[config.mk]
export PLATFORM = sky130hd
export DESIGN_NAME = oad_top
export DESIGN_NICKNAME = d
export VERILOG_FILES = /design/src/rtl/oad_pkg.sv /design/src/rtl/oad_top.sv /design/src/rtl/oad_mode_decode.sv /design/src/rtl/oad_disp_decode.sv
export SDC_FILE = /design/constraint.sdc
export NUM_CORES = 1
export LEC_CHECK = 0
export ABC_CLOCK_PERIOD_IN_PS = 3400
export BUFFER_PORTS_ARGS = -buffer_cell sky130_fd_sc_hd__buf_2
export CAP_MARGIN = 20
export CELL_PAD_IN_SITES_DETAIL_PLACEMENT = 1
export CELL_PAD_IN_SITES_GLOBAL_PLACEMENT = 1
export CORE_MARGIN = 5
export CORE_UTILIZATION = 40
export DETAILED_ROUTE_END_ITERATION = 10
export PLACE_DENSITY_LB_ADDON = 0.3
export SLEW_MARGIN = 20
export SYNTH_ARGS = -nofsm -noshare
export SYNTH_HDL_FRONTEND = slang
export SYNTH_SLANG_ARGS = --single-unit
[constraint.sdc]
create_clock -name sys_clk -period 3.4 [get_ports sys_clk]
set_input_delay 0.17 -clock sys_clk [delete_from_list [all_inputs] [get_ports sys_clk]]
set_output_delay 0.17 -clock sys_clk [all_outputs]
set_load 0.03 [all_outputs]
[src/rtl/oad_pkg.sv]
// Purpose: Shared constants and types of the operand address decoder.
// Assumes: One processor clock; extension bytes arrive one per cycle.
// Notes:   Mode codes, field positions and lengths live here only.
package oad_pkg;

  // ***********************************************
  // Mode codes and field positions
  // ***********************************************
  localparam logic [4:0] OAD_MODE_RESERVED = 5'h13;
  localparam logic [4:0] OAD_MODE_IMM      = 5'h14;
  localparam logic [4:0] OAD_MODE_ABS      = 5'h15;
  localparam logic [4:0] OAD_MODE_LINK     = 5'h16;
  localparam logic [4:0] OAD_MODE_TOS      = 5'h17;
  localparam logic [2:0] OAD_MODE_IDX_TOP  = 3'h7;
  localparam int         OAD_IDX_MODE_LSB  = 3;

  // ***********************************************
  // Lengths
  // ***********************************************
  localparam logic [1:0] OAD_LEN_BYTE      = 2'h0;
  localparam logic [1:0] OAD_LEN_WORD      = 2'h1;
  localparam logic [1:0] OAD_LEN_DWORD     = 2'h3;
  localparam logic [3:0] OAD_BYTES_1       = 4'h1;
  localparam logic [3:0] OAD_BYTES_2       = 4'h2;
  localparam logic [3:0] OAD_BYTES_4       = 4'h4;
  localparam logic [3:0] OAD_BYTES_8       = 4'h8;

  // ***********************************************
  // Parse phases
  // ***********************************************
  localparam logic [2:0] OAD_PH_IDX0       = 3'h0;
  localparam logic [2:0] OAD_PH_IDX1       = 3'h1;
  localparam logic [2:0] OAD_PH_EXT0       = 3'h2;
  localparam logic [2:0] OAD_PH_EXT1       = 3'h3;
  localparam logic [2:0] OAD_PH_IMPI       = 3'h4;
  localparam logic [2:0] OAD_PH_IMPD       = 3'h5;

  // ***********************************************
  // Types
  // ***********************************************
  typedef enum logic [2:0] {OAD_K_NONE, OAD_K_REG, OAD_K_AUX, OAD_K_MEM, OAD_K_PTR,
                            OAD_K_LINK, OAD_K_IMM, OAD_K_TOS} oad_kind_t;
  typedef enum logic [2:0] {OAD_B_NONE, OAD_B_GREG, OAD_B_FP, OAD_B_SP0, OAD_B_SP1,
                            OAD_B_SB, OAD_B_PC} oad_base_t;

  typedef struct packed {
    logic [23:0] basic;
    logic [1:0]  basic_len;
    logic [1:0]  gen_count;
    logic [1:0]  written;
    logic        aux_regs;
    logic        short_en;
    logic        short_is_cond;
    logic [1:0]  int_len;
    logic        is_float;
    logic        float_long;
    logic [1:0]  imp_imm_count;
    logic        imp_disp;
  } oad_inst_t;

  typedef struct packed {
    oad_kind_t  kind;
    oad_base_t  base;
    logic [2:0] reg_sel;
    logic [1:0] n_disp;
    logic       reserved;
    logic       is_imm;
    logic       is_index;
    logic       push;
  } oad_mode_info_t;

  typedef struct packed {
    oad_mode_info_t info;
    logic           idx_en;
    logic [2:0]     idx_reg;
    logic [1:0]     idx_shift;
    logic [31:0]    disp1;
    logic [31:0]    disp2;
    logic [63:0]    imm;
  } oad_opnd_t;

  typedef struct packed {
    logic                 valid;
    logic                 illegal;
    oad_opnd_t [1:0]      opnd;
    logic [31:0]          quick_value;
    logic [3:0]           cond;
    logic [1:0][7:0]      impl_imm;
    logic [31:0]          impl_disp;
  } oad_result_t;

endpackage : oad_pkg

[src/rtl/oad_top.sv]
// Purpose: Operand address decoder between prefetch queue and execution.
// Assumes: Opcode stage hands over the basic instruction and its traits.
// Notes:   Extension bytes are pulled one per cycle from the queue.
`timescale 1ns/100ps
`default_nettype none

// ***********************************************
// Mode decoder body
// ***********************************************
module oad_mode_core (
  input  wire logic [4:0]               mode,
  input  wire logic                     written,
  input  wire logic                     aux_regs,
  input  wire logic                     stack_select,
  output oad_pkg::oad_mode_info_t       info
);
  oad_pkg::oad_base_t sp_base;

  always_comb begin
    sp_base      = stack_select ? oad_pkg::OAD_B_SP1 : oad_pkg::OAD_B_SP0;
    info         = '0;
    info.kind    = oad_pkg::OAD_K_NONE;
    info.base    = oad_pkg::OAD_B_NONE;
    info.reg_sel = mode[2:0];
    case (mode[4:3])
      2'h0: begin
        info.kind = aux_regs ? oad_pkg::OAD_K_AUX : oad_pkg::OAD_K_REG;
      end
      2'h1: begin
        info.kind   = oad_pkg::OAD_K_MEM;
        info.base   = oad_pkg::OAD_B_GREG;
        info.n_disp = 2'h1;
      end
      2'h2: begin
        case (mode)
          oad_pkg::OAD_MODE_RESERVED: info.reserved = 1'b1;
          oad_pkg::OAD_MODE_IMM: begin
            info.kind   = oad_pkg::OAD_K_IMM;
            info.is_imm = 1'b1;
          end
          oad_pkg::OAD_MODE_ABS: begin
            info.kind   = oad_pkg::OAD_K_MEM;
            info.n_disp = 2'h1;
          end
          oad_pkg::OAD_MODE_LINK: begin
            info.kind   = oad_pkg::OAD_K_LINK;
            info.n_disp = 2'h2;
          end
          oad_pkg::OAD_MODE_TOS: begin
            info.kind = oad_pkg::OAD_K_TOS;
            info.base = sp_base;
            info.push = written;
          end
          default: begin
            info.kind   = oad_pkg::OAD_K_PTR;
            info.n_disp = 2'h2;
            case (mode[1:0])
              2'h0:    info.base = oad_pkg::OAD_B_FP;
              2'h1:    info.base = sp_base;
              default: info.base = oad_pkg::OAD_B_SB;
            endcase
          end
        endcase
      end
      default: begin
        if (mode[2]) begin
          info.is_index = 1'b1;
        end else begin
          info.kind   = oad_pkg::OAD_K_MEM;
          info.n_disp = 2'h1;
          case (mode[1:0])
            2'h0:    info.base = oad_pkg::OAD_B_FP;
            2'h1:    info.base = sp_base;
            2'h2:    info.base = oad_pkg::OAD_B_SB;
            default: info.base = oad_pkg::OAD_B_PC;
          endcase
        end
      end
    endcase
  end
endmodule : oad_mode_core

// ***********************************************
// Top
// ***********************************************
module oad_top (
  input  wire logic                 sys_clk,
  input  wire logic                 rst_n,
  input  wire logic                 start,
  input  wire oad_pkg::oad_inst_t   inst,
  input  wire logic                 stack_select,
  input  wire logic                 q_valid,
  input  wire logic [7:0]           q_byte,
  output logic                      q_ready,
  output logic                      busy,
  output oad_pkg::oad_result_t      result
);
  typedef enum logic [2:0] {OAD_S_IDLE, OAD_S_SEEK, OAD_S_IDXB, OAD_S_DISPF,
                            OAD_S_DISPR, OAD_S_IMMB, OAD_S_DONE} oad_st_t;

  typedef struct packed {
    oad_st_t              st;
    logic [2:0]           ph;
    logic                 op;
    logic                 item;
    logic [3:0]           cnt;
    logic [3:0]           dlen;
    logic [63:0]          acc;
    oad_pkg::oad_inst_t   inst;
    logic [1:0][4:0]      gen;
    logic [1:0][4:0]      base_mode;
    logic [1:0]           imm_left;
    logic                 dsp_left;
    logic                 busy;
    logic                 ready;
    oad_pkg::oad_result_t res;
  } oad_state_t;

  oad_state_t                        s_q;
  oad_state_t                        s_d;
  oad_pkg::oad_mode_info_t [1:0]     mi;
  logic [1:0][4:0]                   eff;
  logic [3:0]                        first_len;
  logic [31:0]                       disp_val;
  logic [63:0]                       shifted;
  logic                              take;

  // ***********************************************
  // Helpers
  // ***********************************************
  function automatic logic is_index_mode(input logic [4:0] m);
    is_index_mode = (m[4:2] == oad_pkg::OAD_MODE_IDX_TOP);
  endfunction : is_index_mode

  function automatic logic [3:0] imm_bytes(input oad_pkg::oad_inst_t i);
    if (i.is_float) begin
      imm_bytes = i.float_long ? oad_pkg::OAD_BYTES_8 : oad_pkg::OAD_BYTES_4;
    end else begin
      case (i.int_len)
        oad_pkg::OAD_LEN_BYTE: imm_bytes = oad_pkg::OAD_BYTES_1;
        oad_pkg::OAD_LEN_WORD: imm_bytes = oad_pkg::OAD_BYTES_2;
        default:               imm_bytes = oad_pkg::OAD_BYTES_4;
      endcase
    end
  endfunction : imm_bytes

  function automatic logic [31:0] sext_quick(input logic [3:0] v, input logic [1:0] len);
    case (len)
      oad_pkg::OAD_LEN_BYTE: sext_quick = {24'h00_0000, {4{v[3]}}, v};
      oad_pkg::OAD_LEN_WORD: sext_quick = {16'h0000, {12{v[3]}}, v};
      default:               sext_quick = {{28{v[3]}}, v};
    endcase
  endfunction : sext_quick

  // ***********************************************
  // Mode and displacement decoders
  // ***********************************************
  for (genvar k = 0; k < 2; k++) begin : g_mode
    assign eff[k] = is_index_mode(s_q.gen[k]) ? s_q.base_mode[k] : s_q.gen[k];
    oad_mode_decode u_mode (
      .mode         (eff[k]),
      .written      (s_q.inst.written[k]),
      .aux_regs     (s_q.inst.aux_regs),
      .stack_select (stack_select),
      .info         (mi[k])
    );
  end

  oad_disp_decode u_disp (
    .first_byte (q_byte),
    .raw        (shifted[31:0]),
    .nbytes     ((s_q.st == OAD_S_DISPF) ? first_len : s_q.dlen),
    .first_len  (first_len),
    .value      (disp_val)
  );

  assign shifted = {s_q.acc[55:0], q_byte};
  assign take    = q_valid && s_q.ready;

  // ***********************************************
  // Parser
  // ***********************************************
  always_comb begin
    logic [23:0] al;
    logic        bad;
    al            = '0;
    bad           = 1'b0;
    s_d           = s_q;
    s_d.res.valid = 1'b0;
    case (s_q.st)
      OAD_S_IDLE: begin
        if (start) begin
          case (inst.basic_len)
            2'h1:    al = {inst.basic[7:0], 16'h0000};
            2'h2:    al = {inst.basic[15:0], 8'h00};
            default: al = inst.basic;
          endcase
          s_d.inst     = inst;
          s_d.gen[0]   = al[23:19];
          s_d.gen[1]   = al[18:14];
          s_d.res      = '0;
          s_d.ph       = oad_pkg::OAD_PH_IDX0;
          s_d.item     = 1'b0;
          s_d.imm_left = inst.imp_imm_count;
          s_d.dsp_left = inst.imp_disp;
          s_d.busy     = 1'b1;
          s_d.st       = OAD_S_SEEK;
          if (inst.short_en && inst.short_is_cond) begin
            s_d.res.cond = al[18:15];
          end else if (inst.short_en) begin
            s_d.res.quick_value = sext_quick(al[18:15], inst.int_len);
          end
        end
      end
      OAD_S_SEEK: begin
        case (s_q.ph)
          oad_pkg::OAD_PH_IDX0, oad_pkg::OAD_PH_IDX1: begin
            if (s_q.inst.gen_count > {1'b0, s_q.ph[0]} && is_index_mode(s_q.gen[s_q.ph[0]])) begin
              s_d.op = s_q.ph[0];
              s_d.st = OAD_S_IDXB;
            end else begin
              s_d.ph = s_q.ph + 3'h1;
            end
          end
          oad_pkg::OAD_PH_EXT0, oad_pkg::OAD_PH_EXT1: begin
            s_d.op = s_q.ph[0];
            if (s_q.inst.gen_count > {1'b0, s_q.ph[0]} && mi[s_q.ph[0]].is_imm &&
                !s_q.item) begin
              s_d.cnt = imm_bytes(s_q.inst);
              s_d.acc = '0;
              s_d.st  = OAD_S_IMMB;
            end else if (s_q.inst.gen_count > {1'b0, s_q.ph[0]} &&
                         {1'b0, s_q.item} < mi[s_q.ph[0]].n_disp) begin
              s_d.st = OAD_S_DISPF;
            end else begin
              s_d.item = 1'b0;
              s_d.ph   = s_q.ph + 3'h1;
            end
          end
          oad_pkg::OAD_PH_IMPI: begin
            if (s_q.imm_left != 2'h0) begin
              s_d.cnt = oad_pkg::OAD_BYTES_1;
              s_d.st  = OAD_S_IMMB;
            end else begin
              s_d.ph = oad_pkg::OAD_PH_IMPD;
            end
          end
          default: begin
            s_d.st = s_q.dsp_left ? OAD_S_DISPF : OAD_S_DONE;
          end
        endcase
      end
      OAD_S_IDXB: begin
        if (take) begin
          s_d.base_mode[s_q.op]        = q_byte[7:oad_pkg::OAD_IDX_MODE_LSB];
          s_d.res.opnd[s_q.op].idx_reg = q_byte[oad_pkg::OAD_IDX_MODE_LSB-1:0];
          s_d.ph                       = s_q.op ? oad_pkg::OAD_PH_EXT0 : oad_pkg::OAD_PH_IDX1;
          s_d.st                       = OAD_S_SEEK;
        end
      end
      OAD_S_DISPF, OAD_S_DISPR: begin
        if (take) begin
          s_d.acc = shifted;
          if (s_q.st == OAD_S_DISPF) begin
            s_d.dlen = first_len;
            s_d.cnt  = first_len - 4'h1;
          end else begin
            s_d.cnt = s_q.cnt - 4'h1;
          end
          s_d.st = OAD_S_DISPR;
          if ((s_q.st == OAD_S_DISPF) ? (first_len == oad_pkg::OAD_BYTES_1)
                                      : (s_q.cnt == 4'h1)) begin
            s_d.st = OAD_S_SEEK;
            if (s_q.ph == oad_pkg::OAD_PH_IMPD) begin
              s_d.res.impl_disp = disp_val;
              s_d.dsp_left      = 1'b0;
            end else if (!s_q.item) begin
              s_d.res.opnd[s_q.op].disp1 = disp_val;
              s_d.item                   = 1'b1;
            end else begin
              s_d.res.opnd[s_q.op].disp2 = disp_val;
              s_d.item                   = 1'b0;
              s_d.ph                     = s_q.ph + 3'h1;
            end
          end
        end
      end
      OAD_S_IMMB: begin
        if (take) begin
          s_d.acc = shifted;
          s_d.cnt = s_q.cnt - 4'h1;
          if (s_q.cnt == 4'h1) begin
            s_d.st = OAD_S_SEEK;
            if (s_q.ph == oad_pkg::OAD_PH_IMPI) begin
              s_d.res.impl_imm = {s_q.res.impl_imm[0], q_byte};
              s_d.imm_left     = s_q.imm_left - 2'h1;
            end else begin
              s_d.res.opnd[s_q.op].imm = shifted;
              s_d.item                 = 1'b1;
            end
          end
        end
      end
      OAD_S_DONE: begin
        for (int k = 0; k < 2; k++) begin
          if (s_q.inst.gen_count > k[1:0]) begin
            s_d.res.opnd[k].info      = mi[k];
            s_d.res.opnd[k].idx_en    = is_index_mode(s_q.gen[k]);
            s_d.res.opnd[k].idx_shift = s_q.gen[k][1:0];
            if (mi[k].reserved || (mi[k].is_imm && s_q.inst.written[k])) begin
              bad = 1'b1;
            end
            if (is_index_mode(s_q.gen[k]) && (mi[k].is_imm || mi[k].is_index)) begin
              bad = 1'b1;
            end
          end
        end
        s_d.res.illegal = bad;
        s_d.res.valid   = 1'b1;
        s_d.busy        = 1'b0;
        s_d.st          = OAD_S_IDLE;
      end
      default: s_d.st = OAD_S_IDLE;
    endcase
    s_d.ready = (s_d.st == OAD_S_IDXB) || (s_d.st == OAD_S_DISPF) ||
                (s_d.st == OAD_S_DISPR) || (s_d.st == OAD_S_IMMB);
  end

  always_ff @(posedge sys_clk or negedge rst_n) begin
    if (!rst_n) begin
      s_q    <= '0;
      s_q.st <= OAD_S_IDLE;
    end else begin
      s_q <= s_d;
    end
  end

  assign q_ready = s_q.ready;
  assign busy    = s_q.busy;
  assign result  = s_q.res;
endmodule : oad_top
`default_nettype wire

[src/rtl/oad_mode_decode.sv]
// Purpose: Turns one 5-bit mode code into an address calculation.
// Assumes: Purely combinational.
// Notes:   Scaled index codes report only the index class.
`timescale 1ns/100ps
`default_nettype none
module oad_mode_decode (
  input  wire logic [4:0]              mode,
  input  wire logic                    written,
  input  wire logic                    aux_regs,
  input  wire logic                    stack_select,
  output oad_pkg::oad_mode_info_t      info
);
  oad_mode_core u_core (
    .mode         (mode),
    .written      (written),
    .aux_regs     (aux_regs),
    .stack_select (stack_select),
    .info         (info)
  );
endmodule : oad_mode_decode
`default_nettype wire

[src/rtl/oad_disp_decode.sv]
// Purpose: Displacement length and sign extension.
// Assumes: Raw bytes assembled most significant first.
// Notes:   Purely combinational.
`timescale 1ns/100ps
`default_nettype none
module oad_disp_decode (
  input  wire logic [7:0]  first_byte,
  input  wire logic [31:0] raw,
  input  wire logic [3:0]  nbytes,
  output logic      [3:0]  first_len,
  output logic      [31:0] value
);
  always_comb begin
    if (!first_byte[7]) begin
      first_len = oad_pkg::OAD_BYTES_1;
    end else if (!first_byte[6]) begin
      first_len = oad_pkg::OAD_BYTES_2;
    end else begin
      first_len = oad_pkg::OAD_BYTES_4;
    end
    case (nbytes)
      oad_pkg::OAD_BYTES_1: value = {{25{raw[6]}}, raw[6:0]};
      oad_pkg::OAD_BYTES_2: value = {{18{raw[13]}}, raw[13:0]};
      default:              value = {{2{raw[29]}}, raw[29:0]};
    endcase
  end
endmodule : oad_disp_decode
`default_nettype wire

# ---- After elaboration in Yosys (flattened, before gate mapping)
# Index checks and enable logic that the tools add are counted.
dict set report word_totals {
  ff_bits 490
  in_bits 53
  output_inout_bits 386
  wordCells 358
}
dict set report classes {
  n_addsub 4
  magnitude_cmp 7
  n_eq_ne 70
  muxes 161
  reduce_logical 60
}
# operator n
set op_table {}
lappend op_table {{$mux 298} 8}
lappend op_table {{$bwmux 298} 4}
lappend op_table {{$pmux 128 s4} 2}
lappend op_table {{$demux 149 s1} 4}
lappend op_table {{$mux 383} 1}
lappend op_table {{$pmux 32 s2} 3}
lappend op_table {{$mux 56} 3}
lappend op_table {{$pmux 56 s3} 1}
lappend op_table {{$mux 32} 5}
lappend op_table {{$pmux 16 s5} 2}
lappend op_table {{$mux 133} 1}
lappend op_table {{$mux 128} 1}
lappend op_table {{$mux 96} 1}
lappend op_table {{$mux 16} 5}
lappend op_table {{$mux 73} 1}
lappend op_table {{$pmux 3 s3} 8}
lappend op_table {{$mux 64} 1}
lappend op_table {{$eq 5x5->1 const B} 10}
lappend op_table {{$pmux 24 s2} 1}
lappend op_table {{$mux 3} 15}
lappend op_table {{$pmux 3 s5} 3}
lappend op_table {{$mux 5} 8}
lappend op_table {{$mux 4} 9}
lappend op_table {{$mux 6} 6}
lappend op_table {{other kinds (54)} 199}

# ---- Longest topological paths before layout
# Gate-level depths: netlist (run 1).
dict set report logic_depth {
  word_depth 18
  mapped_depth 12
  ltp_nobuf 9
}

# ---- Cells and area by module
# Synthesis (run 1) repeated with hierarchy kept, for this count alone.
dict set report hier_totals {
  hier_cells 2243
  area_unflattened_um2 22790.6
}
# module instances cells_each area_each_um2
set modules_own_cells {}
lappend modules_own_cells {oad_top 1 2091 21744.6}
lappend modules_own_cells {oad_mode_core 2 48 322.8}
lappend modules_own_cells {oad_disp_decode 1 56 400.4}

# ---- Worst setup path before layout (run 1)
# Ideal clock, no wire load.
dict set report synth_timing {
  kind {register to register}
  from {reg s_q (netlist bit q_ready)}
  to {reg s_q (netlist bit result[277])}
  arrival_ps 2375
  required_ps 3279
  setup_slack_ps 904
  path_stages_with_launch 12
  synth_period_minus_slack_ps 2496
  cell_sequence {dfrtp_1 > nand2_1 > clkbuf_1 > a211o_1 > o21ai_0 > nand3_1 > or3_1 > buf_2 > o21bai_4 > buf_6 > buf_6 > a22o_1}
}
dict set report synth_via {
  elab_chain_len 3
  elab_cells_between_ends 5
}
# element line
set synth_rtl {}
lappend synth_rtl {{start, declared} oad_top.sv:119} ;# oad_state_t s_q;
lappend synth_rtl {{$logic_and 1x1->1 *} oad_top.sv:178} ;# assign take = q_valid && s_q.ready;
lappend synth_rtl {{$ne 2x2->1 (no line)} n/a}
lappend synth_rtl {{$reduce_and 9->1 (no line) *} n/a}
# Every way passes the cells marked *; elsewhere a longest branch is shown, timed or not.
# A chain may end at the register's enable or synchronous reset.

# ---- Final worst setup path (run 1)
dict set report layout_timing {
  from {reg s_q[524] (netlist bit)}
  to {reg s_q (netlist bit result[275])}
}
dict set report layout_via {
  elab_chain_len 3
  elab_cells_between_ends 5
}
# element line
set layout_rtl {}
lappend layout_rtl {{$eq 3x3->1, on equally long branches} {oad_top.sv:294, oad_top.sv:274}}
lappend layout_rtl {{$ne 2x2->1 (no line)} n/a}
lappend layout_rtl {{$reduce_and 9->1 (no line) *} n/a}
# Marked as above.

==> metrics.md, run 1 <==
| Metric | Value |
|---|---|
| Status | complete, no violations |
| Seq/Total Area, Yosys | 0.5313 |
| Gr usage total | 0.2202 |
| Post-synth EDFFs | 0 |
| Final period utilization | 0.9036 |
| Count of cell types in the netlist | 71 |
| Main combinational cell family by area after synthesis | compound AO/OA/AOI/OAI gates |
| Post-DP HPWL | 47.25 mm |
| Clock latency on the worst-skew pair | ~0.6 ns |
| Area of the core | roughly 54,000 um2 |
| Met1 usage | 0.2819 |
| Ys Warns | 0 |
| Reg2reg end | result[275]$_DFFE_PN0P_ |
| Crit end category | register |
| Post CTS Setup Buffer Count | 0 |
| Non-Filler Instances | 2,817 |
| Place WS | between 0.2 and 0.3 ns |
| Post-synthesis mux area share | 0.01231 |
| Post-Route Setup TNS | 0 ns |
| CTS tree | yes |
| Adder-Cell Fraction of Synth Area | 0.005175 |
| Hold path endpoint | result[33]$_DFFE_PN0P_ |
| Post-layout util | 0.4442 |
| Rows | 85 |
| # IOs | around 440 |
| Placed Area | roughly 22,000 um2 |
| Initial Util | 0.4043 |
| Worst Skew | approximately 0.025 ns |
| CTS H-tree lvls | 2 |
| LEAKAGE | about 13 nW |
| Max-Cap Viols | 0 |
| Die Footprint | around 60,000 um2 |
| Routed WL | 67.28 mm |
| Most Used Layer, Global Route | met2 |
| Compound-Gate Fraction of Synth Area | 0.2056 |
| Reg-to-Reg Start | s_q[524]$_DFFE_PN0P_ |
| Most frequent cells after synthesis | dfrtp_1 (462), buf_4 (391), a22o_1 (314) |
| Share of cells above drive strength 1 | 0.2939 |
| Syn Nets | 2,079 |
| Peak supply drop | 546.6 uV |
| Initial antenna violation count | 4 |
| Initial DRC Count | about 970 |
| Syn Area/Cell | roughly 11 um2 |
| Hold Crit Depth | 3 |
| Post-DRT Antenna Nets | 0 |
| Top-count cell post-synth | dfrtp_1 |
| Worst reg2reg path depth | 10 |
| Synthesis-to-finish area growth | 9.874% |
| Vias per Instance | approximately 5.6 |
| DRC Markers | 0 |
| Post-synth ARST share | 1.000 |
| Pin count of the biggest net entering global routing | 100 |
| Vias in the first global route | about 16,000 |
| Slowest stage delay, CP | roughly 0.51 ns |
| Highest clock rate | roughly 330 MHz |
| Max FO, Critical Path | 32 |
| Netlist Area Pre-Place | around 22,000 um2 |
| Total vias in the final route | ~16,000 |
| Critical Path AT | 3.55 ns |
| First-pass GRT wire length | a little over 100 mm |
| Share of the synthesized area in the top cell type | 0.5313 |
| Prevailing post-synth register cell | dfrtp_1 |
| Synth area leader | dfrtp_1 |
| Final setup fails | 0 |
| Min Tclk post-route | roughly 3 ns |
| DP Cell Count | approximately 2,700 |
| R2r setup slk | 0.33 ns |
| RSZ-0062 raised after global routing | false |
| Worst setup path class | reg2reg |
| Rel. slew slack | 0.3551 |
| Yosys reg bits | about 460 |
| Final Hold Fails | 0 |
| Simple-Gate Fraction of Synth Area | 0.08022 |
| Post-Layout Inst Area | 23,910 um2 |
| Number of port buffers | around 440 |
| Hold Crit Class | in2reg |
| Average wire per standard cell | 23.88 um |
| CTS buffer count | between 50 and 60 |
| Die height | ~240 um |
| Layout net count | 2,140 |
| CP max-delay cell | or3_1 |
| GPL Wtd Cong | 0.8758 |
| Xor and xnor area share after synthesis | 0.001208 |
| Worst Max-Slew Pin Slew | about 0.97 ns |
| DIE WIDTH | roughly 240 um |
| Setup ws final | 0.3278 ns |
| Drt first pass iters | 5 |
| Required time of the critical path | about 3.9 ns |
| Mapped Cells | slightly above 2,000 |
| Met2 Usage GRT | 0.3722 |
| Top cells by area, synth | dfrtp_1 (53%), buf_4 (13%), a22o_1 (13%) |
| CP cell instances | inv_1, ha_1, nand2_1, a211oi_1, o21bai_1, nand3_1, or3_1, o21bai_4, buf_12, a22o_1 |
| Clock Tree Root | clkbuf_16 |
| Pwr Density | 921.5 nW/um2 |
| TritonCTS Sinks | 462 |
| Met3 usage | 0.05600 |
| Clk buf depth | 3 |
| Hold Startpoint | q_byte[1] |
| GR Overflow Total | 0 |
| Clock transition at path regs | 0.06 ns |
| Setup crit start kind | register |
| Max-slew violation count | 0 |
[logic make-up after synthesis]
kind of cell / after synthesis
adders and majority gates: 9
xor gates and xnor gates: 3
AOI/OAI and AO/OA: 590
muxes: 25
buffers and inverters: 533
DFF: 462
and+or+nand+nor: 395
[layout make-up]
| cell class | instances | area [um2] |
|---|---|---|
| clock inverter | 27 | 319.1 |
| inverter | 24 | 90.09 |
| clock buffer | 68 | 1420 |
| multi-input combinational | 1022 | 6721 |
| sequential | 462 | 11560 |
| tap | 696 | 870.8 |
| fill | 5906 | 29910 |
| antenna | 1 | 2.502 |
| timing repair buffer | 517 | 2922 |
[placed cells by master (no fill, tap or decap), types with 14 or more instances in the layout]
| cell type | instances |
|---|---|
| mux2_2 | 14 |
| a21oi_1 | 41 |
| nor2b_1 | 17 |
| a22o_1 | 314 |
| a21o_1 | 18 |
| buf_4 | 45 |
| dfrtp_1 | 462 |
| nand2_1 | 189 |
| clkbuf_16 | 51 |
| buf_2 | 437 |
| inv_1 | 23 |
| a31oi_1 | 16 |
| o21ai_0 | 106 |
| nor2_1 | 107 |
| dlygate4sd3_1 | 29 |
[what timing repair did]
item,CTS,global route
gates resized for setup,0,1
hold endpoints to repair,119,0
hold buffers,29,0
endpoints found under the setup margin,0,52
[worst max path at each step]
| stage | startpoint | to | slack (ns) | cells past startpoint |
|---|---|---|---|---|
| after floorplan | q_ready$_DFF_PN0_ | result[277]$_DFFE_PN0P_ | 0.90 | 11 |
| after global placement | s_q[401]$_DFFE_PN0P_ | s_q[499]$_DFFE_PN0P_ | 0.39 | 8 |
| after detailed placement | s_q[401]$_DFFE_PN0P_ | s_q[488]$_DFFE_PN0P_ | 0.25 | 8 |
| after CTS | s_q[401]$_DFFE_PN0P_ | s_q[493]$_DFFE_PN0P_ | 0.23 | 8 |
| after global routing | s_q[401]$_DFFE_PN0P_ | s_q[497]$_DFFE_PN0P_ | 0.10 | 8 |
| final | s_q[524]$_DFFE_PN0P_ | result[275]$_DFFE_PN0P_ | 0.33 | 10 |
[critical path: cells and delay by family, from the launching register on]
kind	cells	cell delay, ns
compound gates	4	1.02
simple gates	3	0.89
buf+inv	2	0.41
fa+ha+maj	1	0.24
flops	1	0.39
[registers in the layout, summed over array words and instances (netlist names)]
register  count
result      356
s_q         104
q_ready       1
busy          1
[per-layer routing]
| metal | up-vias | wire, um |
|---|---|---|
| li1 | 6890 | - |
| met1 | 8155 | 27570 |
| met2 | 489 | 33390 |
| met3 | 105 | 4448 |
| met4 | 4 | 1849 |
| met5 | - | 34 |
[report_power, final]
part / leakage, nW / switching, mW / internal, mW
sequential: 6.35 / 1.29 / 6.61
clock: 0.854 / 2.35 / 3.34
combinational: 5.31 / 6.03 / 2.42
[through the flow]
stage | power (mW) | hold slack, ns
final | 22.03 | 0.02112
after global routing | 23.25 | 0.01656
after CTS | 22.24 | 0.0005789
after detailed placement | 16.42 | 0.2732
after global placement | 16.17 | 0.2694
after floorplan | 14.31 | -0.1256
Note: power is estimated with default switching activity, not from simulation.
==> run 2, diff against run 1 <==
--- a/config.mk
+++ b/config.mk
@@ -17,4 +17,5 @@
 export SLEW_MARGIN = 20
 export SYNTH_ARGS = -nofsm -noshare
 export SYNTH_HDL_FRONTEND = slang
+export SYNTH_HIERARCHICAL = 1
 export SYNTH_SLANG_ARGS = --single-unit
==> metrics.md, run 2 <==
| Metric | Value |
|---|---|
| Status | complete, no violations |
| Average wire per standard cell | 23.74 um (-0.62%) |
| Yosys reg bits | 464 (+0.43%) |
| Post-layout util | 0.4435 (-0.0007850) |
| Die height | 248.7 um (+2.2%) |
| Highest clock rate | 311.1 MHz (-4.4%) |
| Bufs and invs on worst path | 1 (-1) |
| Min Tclk post-route | 3.215 ns (+0.1425 ns) |
| CP cell instances | and3_2, mux2_2, nor3_1, mux2i_1, or2_2, o31ai_2, a32oi_4, buf_12, nand2_1, o21ai_0 |
| CP max-delay cell | mux2_2 |
| Total vias in the final route | 16,950 (+8.4%) |
| Final setup fails | 0 (unchanged) |
| Top cell family by delay on the critical path | simple AND/OR/NAND/NOR gates |
| DRC Markers | 0 (unchanged) |
| Post CTS Setup Buffer Count | 0 (unchanged) |
| Number of port buffers | 438 (unchanged) |
| Layout net count | 2,356 (+10%) |
| Storage element area | 11,610 um2 (+0.43%) |
| Clock latency on the worst-skew pair | 0.61 ns (about the same) |
| Post-Layout Inst Area | 25,010 um2 (+4.6%) |
| DP Cell Count | 2,964 (+10%) |
| Mapped Cells | 2,243 (+11%) |
| Netlist Area Pre-Place | 22,790 um2 (+4.7%) |
| GPL Wtd Cong | 0.8538 (-2.5%) |
| Worst Max-Slew Pin Slew | 0.9114 ns (-0.05591 ns) |
| CTS tree | yes |
| Rows | 87 (+2.4%) |
| Vias per Instance | 5.497 (-1.0%) |
| Clk buf depth | 3 (unchanged) |
| Die Footprint | 61,850 um2 (+4.5%) |
| Place WS | 0.04877 ns (-0.2036 ns) |
| Synthesis-to-finish area growth | 9.717% |
| Post-synth EDFFs | 0 (unchanged) |
| Fillers | 6,342 (+7.4%) |
| CTS buffer count | 52 (+2.0%) |
| Area of the multi-input gates | 7602 um2 (+13%) |
| Seq/Total Area, Yosys | 0.5095 (-0.02187) |
| Ys Warns | 6 (+6) |
| First-pass GRT wire length | 113.5 mm (+9.7%) |
| CTS H-tree lvls | 2 (unchanged) |
| RSZ-0062 raised after global routing | false |
| Vias in the first global route | 18,100 (+11%) |
| Setup ws final | 0.1853 ns (-0.1425 ns) |
| Gr usage total | 0.2289 (+0.008763) |
| Post-Route Setup TNS | 0 ns (unchanged) |
| Worst setup path class | reg2reg |
| Final period utilization | 0.9455 (+0.04192) |
| Share of cells above drive strength 1 | 0.2789 (-0.01497) |
| Max FO, Critical Path | 112 (+250%) |
| Crit end category | register |
| Pwr Density | 842.0 nW/um2 (-8.6%) |
| Top-count cell post-synth | dfrtp_1 |
| Final Hold Fails | 0 (unchanged) |
| TritonCTS Sinks | 464 (+0.43%) |
| Setup crit start kind | register |
| Post-synth ARST share | 1.000 (unchanged) |
| Placed Area | 22,980 um2 (+5.1%) |
| Most frequent cells in the layout | dfrtp_1 (464), buf_2 (437), nand2_1 (402), a22o_1 (298), o21ai_0 (147) |
| Clock Tree Root | clkbuf_16 |
| Peak supply drop | 583.7 uV (+6.8%) |
| Initial DRC Count | 1,050 (+8.5%) |
| Post-DRT Antenna Nets | 0 (unchanged) |
| Worst Skew | 0.01784 ns (-0.006842 ns) |
| Initial Util | 0.4042 (about the same) |
| Required time of the critical path | 3.86 ns (about the same) |
| Pin count of the biggest net entering global routing | 113 (+13%) |
| Hold Crit Class | in2reg |
| Rel. slew slack | 0.3924 (+0.03728) |
| Post-DP HPWL | 49.75 mm (+5.3%) |
| Count of cell types in the netlist | 74 (+4.2%) |
| Critical Path AT | 3.68 ns (+0.13 ns) |
| Total power | 21.05 mW (-4.4%) |
| Share of the synthesized area in the top cell type | 0.5095 (-0.02187) |
| Max-Cap Viols | 0 (unchanged) |
| Routed WL | 73.21 mm (+8.8%) |
| Drt first pass iters | 5 (unchanged) |
| GR Overflow Total | 0 (unchanged) |
| Final hold slack | 0.02801 ns (+0.006888 ns) |
| Top cells by area, synth | dfrtp_1 (51%), buf_4 (13%), a22o_1 (11%) |
| LEAKAGE | 13.37 nW (+6.8%) |
| Most frequent cells after synthesis | dfrtp_1 (464), buf_4 (404), nand2_1 (403) |
| Non-Filler Instances | 3,084 (+9.5%) |
| DIE WIDTH | 248.7 um (+2.2%) |
| Syn Area/Cell | 10.16 um2 (-5.8%) |
| Max-slew violation count | 0 (unchanged) |
| Most common cell after layout, fill and taps aside | dfrtp_1 |
| Clock transition at path regs | 0.06 ns (about the same) |
| # IOs | 439 (unchanged) |
| Synth area leader | dfrtp_1 |
| Syn Nets | 2,309 (+11%) |
| Largest register FFs | 358 (+0.56%) |
| Initial antenna violation count | 3 (-1) |
| Prevailing post-synth register cell | dfrtp_1 |
| Slowest stage delay, CP | 0.48 ns (-0.03 ns) |
| Area of the core | 56,390 um2 (+4.8%) |
run 2: cell count changes in the layout (fill, tap and decap cells not counted), moves of 10 or more:
cell,before,now
nand2_1,189,402
nor2_1,107,53
o21ai_0,106,147
nand3_1,13,44
a22o_1,314,298
a21o_2,1,16
a21o_1,18,5
a31oi_1,16,3
a21oi_1,41,30
buf_4,45,55
run 2: tightest hold or removal path, stage by stage:
cell     delay (ns)
buf_2          0.24
nand2_1        0.10
o21ai_0        0.07
run 2: cell families (layout without fill, tap and decap cells):
family	count (synthesis)	count (layout)	share of synthesized area
adder cells (fa/ha/maj)	13	13	0.007137
multiplexers	24	24	0.01153
other	1	2	0.0001645
XOR/XNOR	8	8	0.003075
AO/OA/AOI/OAI	580	580	0.1904
buffers and inverters	555	639	0.1623
AND/OR/NAND/NOR	598	598	0.1159
flip-flops	464	464	0.5095
run 2: timing repair:
item	CTS	global route
endpoints found under the hold margin	132	0
resized for setup	1	7
setup endpoints to repair	1	60
hold buffers	28	0
run 2: cell type report:
cell class              instances  area share
diodes                          1   0.0001001
clock buffers                  74     0.05894
clock inverters                17    0.009707
inverters                      19    0.002852
multi-input cells            1224      0.3040
flip-flops and latches        464      0.4643
well taps                     756     0.03783
repair buffers                529      0.1222
run 2: worst paths after layout:
path | slack, ns | cells after the start | from | to
worst max-delay path | 0.19 | 10 | s_q[408]$_DFFE_PN0P_ | s_q[497]$_DFFE_PN0P_
worst min-delay path | 0.03 | 3 | q_byte[1] | s_q[450]$_DFFE_PN0P_
max in group asynchronous | 2.11 | 3 | rst_n | result[10]$_DFFE_PN0P_
worst max register to register | 0.19 | 10 | s_q[408]$_DFFE_PN0P_ | s_q[497]$_DFFE_PN0P_
min in group asynchronous | 0.23 | 2 | rst_n | result[134]$_DFFE_PN0P_
worst min register to register | 0.49 | 1 | result[147]$_DFFE_PN0P_ | result[147]$_DFFE_PN0P_
run 2: report_power, final:
group	switching [mW]	leakage [nW]	internal, mW
Sequential	0.778	6.39	6.33
Combinational	6.00	6.13	2.26
Clock	2.35	0.844	3.33
Total	9.13	13.4	11.9
run 2: metal layers:
layer | track usage | part of all wire | vias up
li1 | - | - | 7479
met1 | 0.3025 | 0.43 | 8827
met2 | 0.3824 | 0.49 | 484
met3 | 0.03738 | 0.046 | 162
met4 | 0.08419 | 0.040 | 2
met5 | 0 | 0.00022 | -
==> run 3, diff against run 2 <==
--- a/config.mk
+++ b/config.mk
@@ -14,6 +14,7 @@
 export CORE_UTILIZATION = 40
 export DETAILED_ROUTE_END_ITERATION = 10
 export PLACE_DENSITY_LB_ADDON = 0.3
+export SETUP_SLACK_MARGIN = 0.3
 export SLEW_MARGIN = 20
 export SYNTH_ARGS = -nofsm -noshare
 export SYNTH_HDL_FRONTEND = slang
==> metrics.md, run 3 (same netlist as run 2, synthesis figures left out) <==
| Metric | Value |
|---|---|
| Routed WL | 74.66 mm (+2.0%) |
| Worst Skew | 0.01756 ns (-0.0002777 ns) |
| Most common cell after layout, fill and taps aside | dfrtp_1 |
| TritonCTS Sinks | 464 (unchanged) |
| Reg-to-Reg Start | s_q[402]$_DFFE_PN0P_ |
| Number of port buffers | 438 (unchanged) |
| Crit path launch | s_q[402]$_DFFE_PN0P_ |
| First-pass GRT wire length | 113.7 mm (+0.16%) |
| Max FO, Critical Path | 14 (-88%) |
| LEAKAGE | 13.48 nW (+0.86%) |
| Final period utilization | 0.8946 (-0.05087) |
| Fillers | 6,326 (-0.25%) |
| Drt first pass iters | 5 (unchanged) |
| Final setup fails | 0 (unchanged) |
| Rel. slew slack | 0.3934 (+0.0009460) |
| Synthesis-to-finish area growth | 10.88% |
| Post-Route Setup TNS | 0 ns (unchanged) |
| Pwr Density | 851.8 nW/um2 (+1.2%) |
| Worst Max-Slew Pin Slew | 0.9100 ns (-0.001420 ns) |
| Final Hold Fails | 0 (unchanged) |
| GPL Wtd Cong | 0.8538 (unchanged) |
| Largest register FFs | 358 (unchanged) |
| Die height | 248.7 um (unchanged) |
| Max-slew violation count | 0 (unchanged) |
| Hold Crit Class | in2reg |
| # IOs | 439 (unchanged) |
| CTS tree | yes |
| Status | complete, no violations |
| Die Footprint | 61,850 um2 (unchanged) |
| Vias in the first global route | 18,140 (+0.22%) |
| Non-Filler Instances | 3,102 (+0.58%) |
| Most frequent cells in the layout | dfrtp_1 (461), buf_2 (437), nand2_1 (402), a22o_1 (298), o21ai_0 (147) |
| Layout net count | 2,370 (+0.59%) |
| Clock latency on the worst-skew pair | 0.61 ns (about the same) |
| Share of cells above drive strength 1 | 0.2888 (+0.009866) |
| Post-DRT Antenna Nets | 0 (unchanged) |
| Post-DP HPWL | 49.75 mm (unchanged) |
| Max-Cap Viols | 0 (unchanged) |
| Total power | 21.52 mW (+2.2%) |
| Crit end category | register |
| Clk buf depth | 3 (unchanged) |
| Average wire per standard cell | 24.07 um (+1.4%) |
| Highest clock rate | 328.8 MHz (+5.7%) |
| Clock Tree Root | clkbuf_16 |
| Gr usage total | 0.2294 (+0.0004242) |
| Rows | 87 (unchanged) |
| Initial DRC Count | 1,089 (+3.7%) |
| CTS H-tree lvls | 2 (unchanged) |
| Area of the multi-input gates | 7674 um2 (+0.94%) |
| Pin count of the biggest net entering global routing | 113 (unchanged) |
| DP Cell Count | 2,964 (unchanged) |
| DIE WIDTH | 248.7 um (unchanged) |
| Worst setup path class | reg2reg |
| Setup crit start kind | register |
| Storage element area | 11,610 um2 (about the same) |
| Required time of the critical path | 3.89 ns (+0.03 ns) |
| GR Overflow Total | 0 (unchanged) |
| Min Tclk post-route | 3.042 ns (-0.1730 ns) |
| Area of the core | 56,390 um2 (unchanged) |
| Initial Util | 0.4042 (unchanged) |
| Vias per Instance | 5.504 (+0.11%) |
| DRC Markers | 0 (unchanged) |
| Total vias in the final route | 17,070 (+0.70%) |
| Clock transition at path regs | 0.07 ns (about the same) |
| Initial antenna violation count | 5 (+2) |
| RSZ-0062 raised after global routing | true |
| Critical Path AT | 3.53 ns (-0.15 ns) |
| Hold Startpoint | q_byte[1] |
| CTS buffer count | 52 (unchanged) |
| Peak supply drop | 587.7 uV (+0.68%) |
-- run 3: cell count changes in the layout (fill, tap and decap cells not counted), sizes merged --
| cell | previous run | this run |
|---|---|---|
| buf | 501 | 512 |
| diode | 1 | 5 |
| clkbuf | 74 | 76 |
| dlymetal6s4s | 0 | 1 |
-- run 3: critical path, cell delays in order (launching register included) --
cell,delay (ns)
dfrtp_2,0.40
and3_4,0.21
mux2_2,0.36
buf_4,0.19
nand2_1,0.09
nor3b_1,0.18
buf_4,0.17
mux2i_1,0.09
a211o_1,0.35
or3_1,0.36
o2111ai_1,0.15
mux2_2,0.36
-- run 3: layout make-up --
type | count | area share
tap | 756 | 0.03743
timing repair buffer | 543 | 0.1280
clock buffer | 74 | 0.05833
clock inverter | 17 | 0.009606
inverter | 19 | 0.002822
antenna | 5 | 0.0004951
multi-input combinational | 1224 | 0.3037
sequential | 464 | 0.4596
-- run 3: per-layer routing --
metal / global-route usage / vias up / wire [um]
li1: - / 7506 / -
met1: 0.3035 / 8901 / 31990
met2: 0.3823 / 498 / 36370
met3: 0.03748 / 165 / 3445
met4: 0.08498 / 2 / 2845
met5: 0 / - / 13
-- run 3: final timing paths --
check	end	slack, ns	cells past startpoint
min in group asynchronous	result[134]$_DFFE_PN0P_	0.23	2
worst max register to register	s_q[521]$_DFFE_PN0P_	0.36	11
worst min-delay path	s_q[450]$_DFFE_PN0P_	0.02	3
max in group asynchronous	result[10]$_DFFE_PN0P_	2.11	3
worst min register to register	result[147]$_DFFE_PN0P_	0.49	1
worst max-delay path	s_q[521]$_DFFE_PN0P_	0.36	11
-- run 3: what timing repair did --
item	CTS	global route
endpoints found under the setup margin	60	315
cloned	0	5
hold buffers	29	0
gates resized for setup	10	24
pin swaps	1	7
buffers inserted	2	6
hold endpoints to repair	132	0
-- run 3: through the flow --
| stage | hold slack [ns] | util | area (um2) | setup WS [ns] |
|---|---|---|---|---|
| after floorplan | -0.1256 | - | 22790 | 0.3689 |
| after global placement | 0.3141 | 0.4075 | 22980 | 0.1235 |
| final | 0.02045 | 0.4481 | 25270 | 0.3583 |
| after detailed placement | 0.3154 | 0.4075 | 22980 | 0.04877 |
| after CTS | 0.001054 | 0.4440 | 25030 | 0.3050 |
| after global routing | 0.01244 | 0.4480 | 25260 | 0.2724 |
-- run 3: power by group --
part | internal (mW) | switching [mW]
sequential | 6.33 | 0.782
combinational | 2.51 | 6.22
clock | 3.33 | 2.35
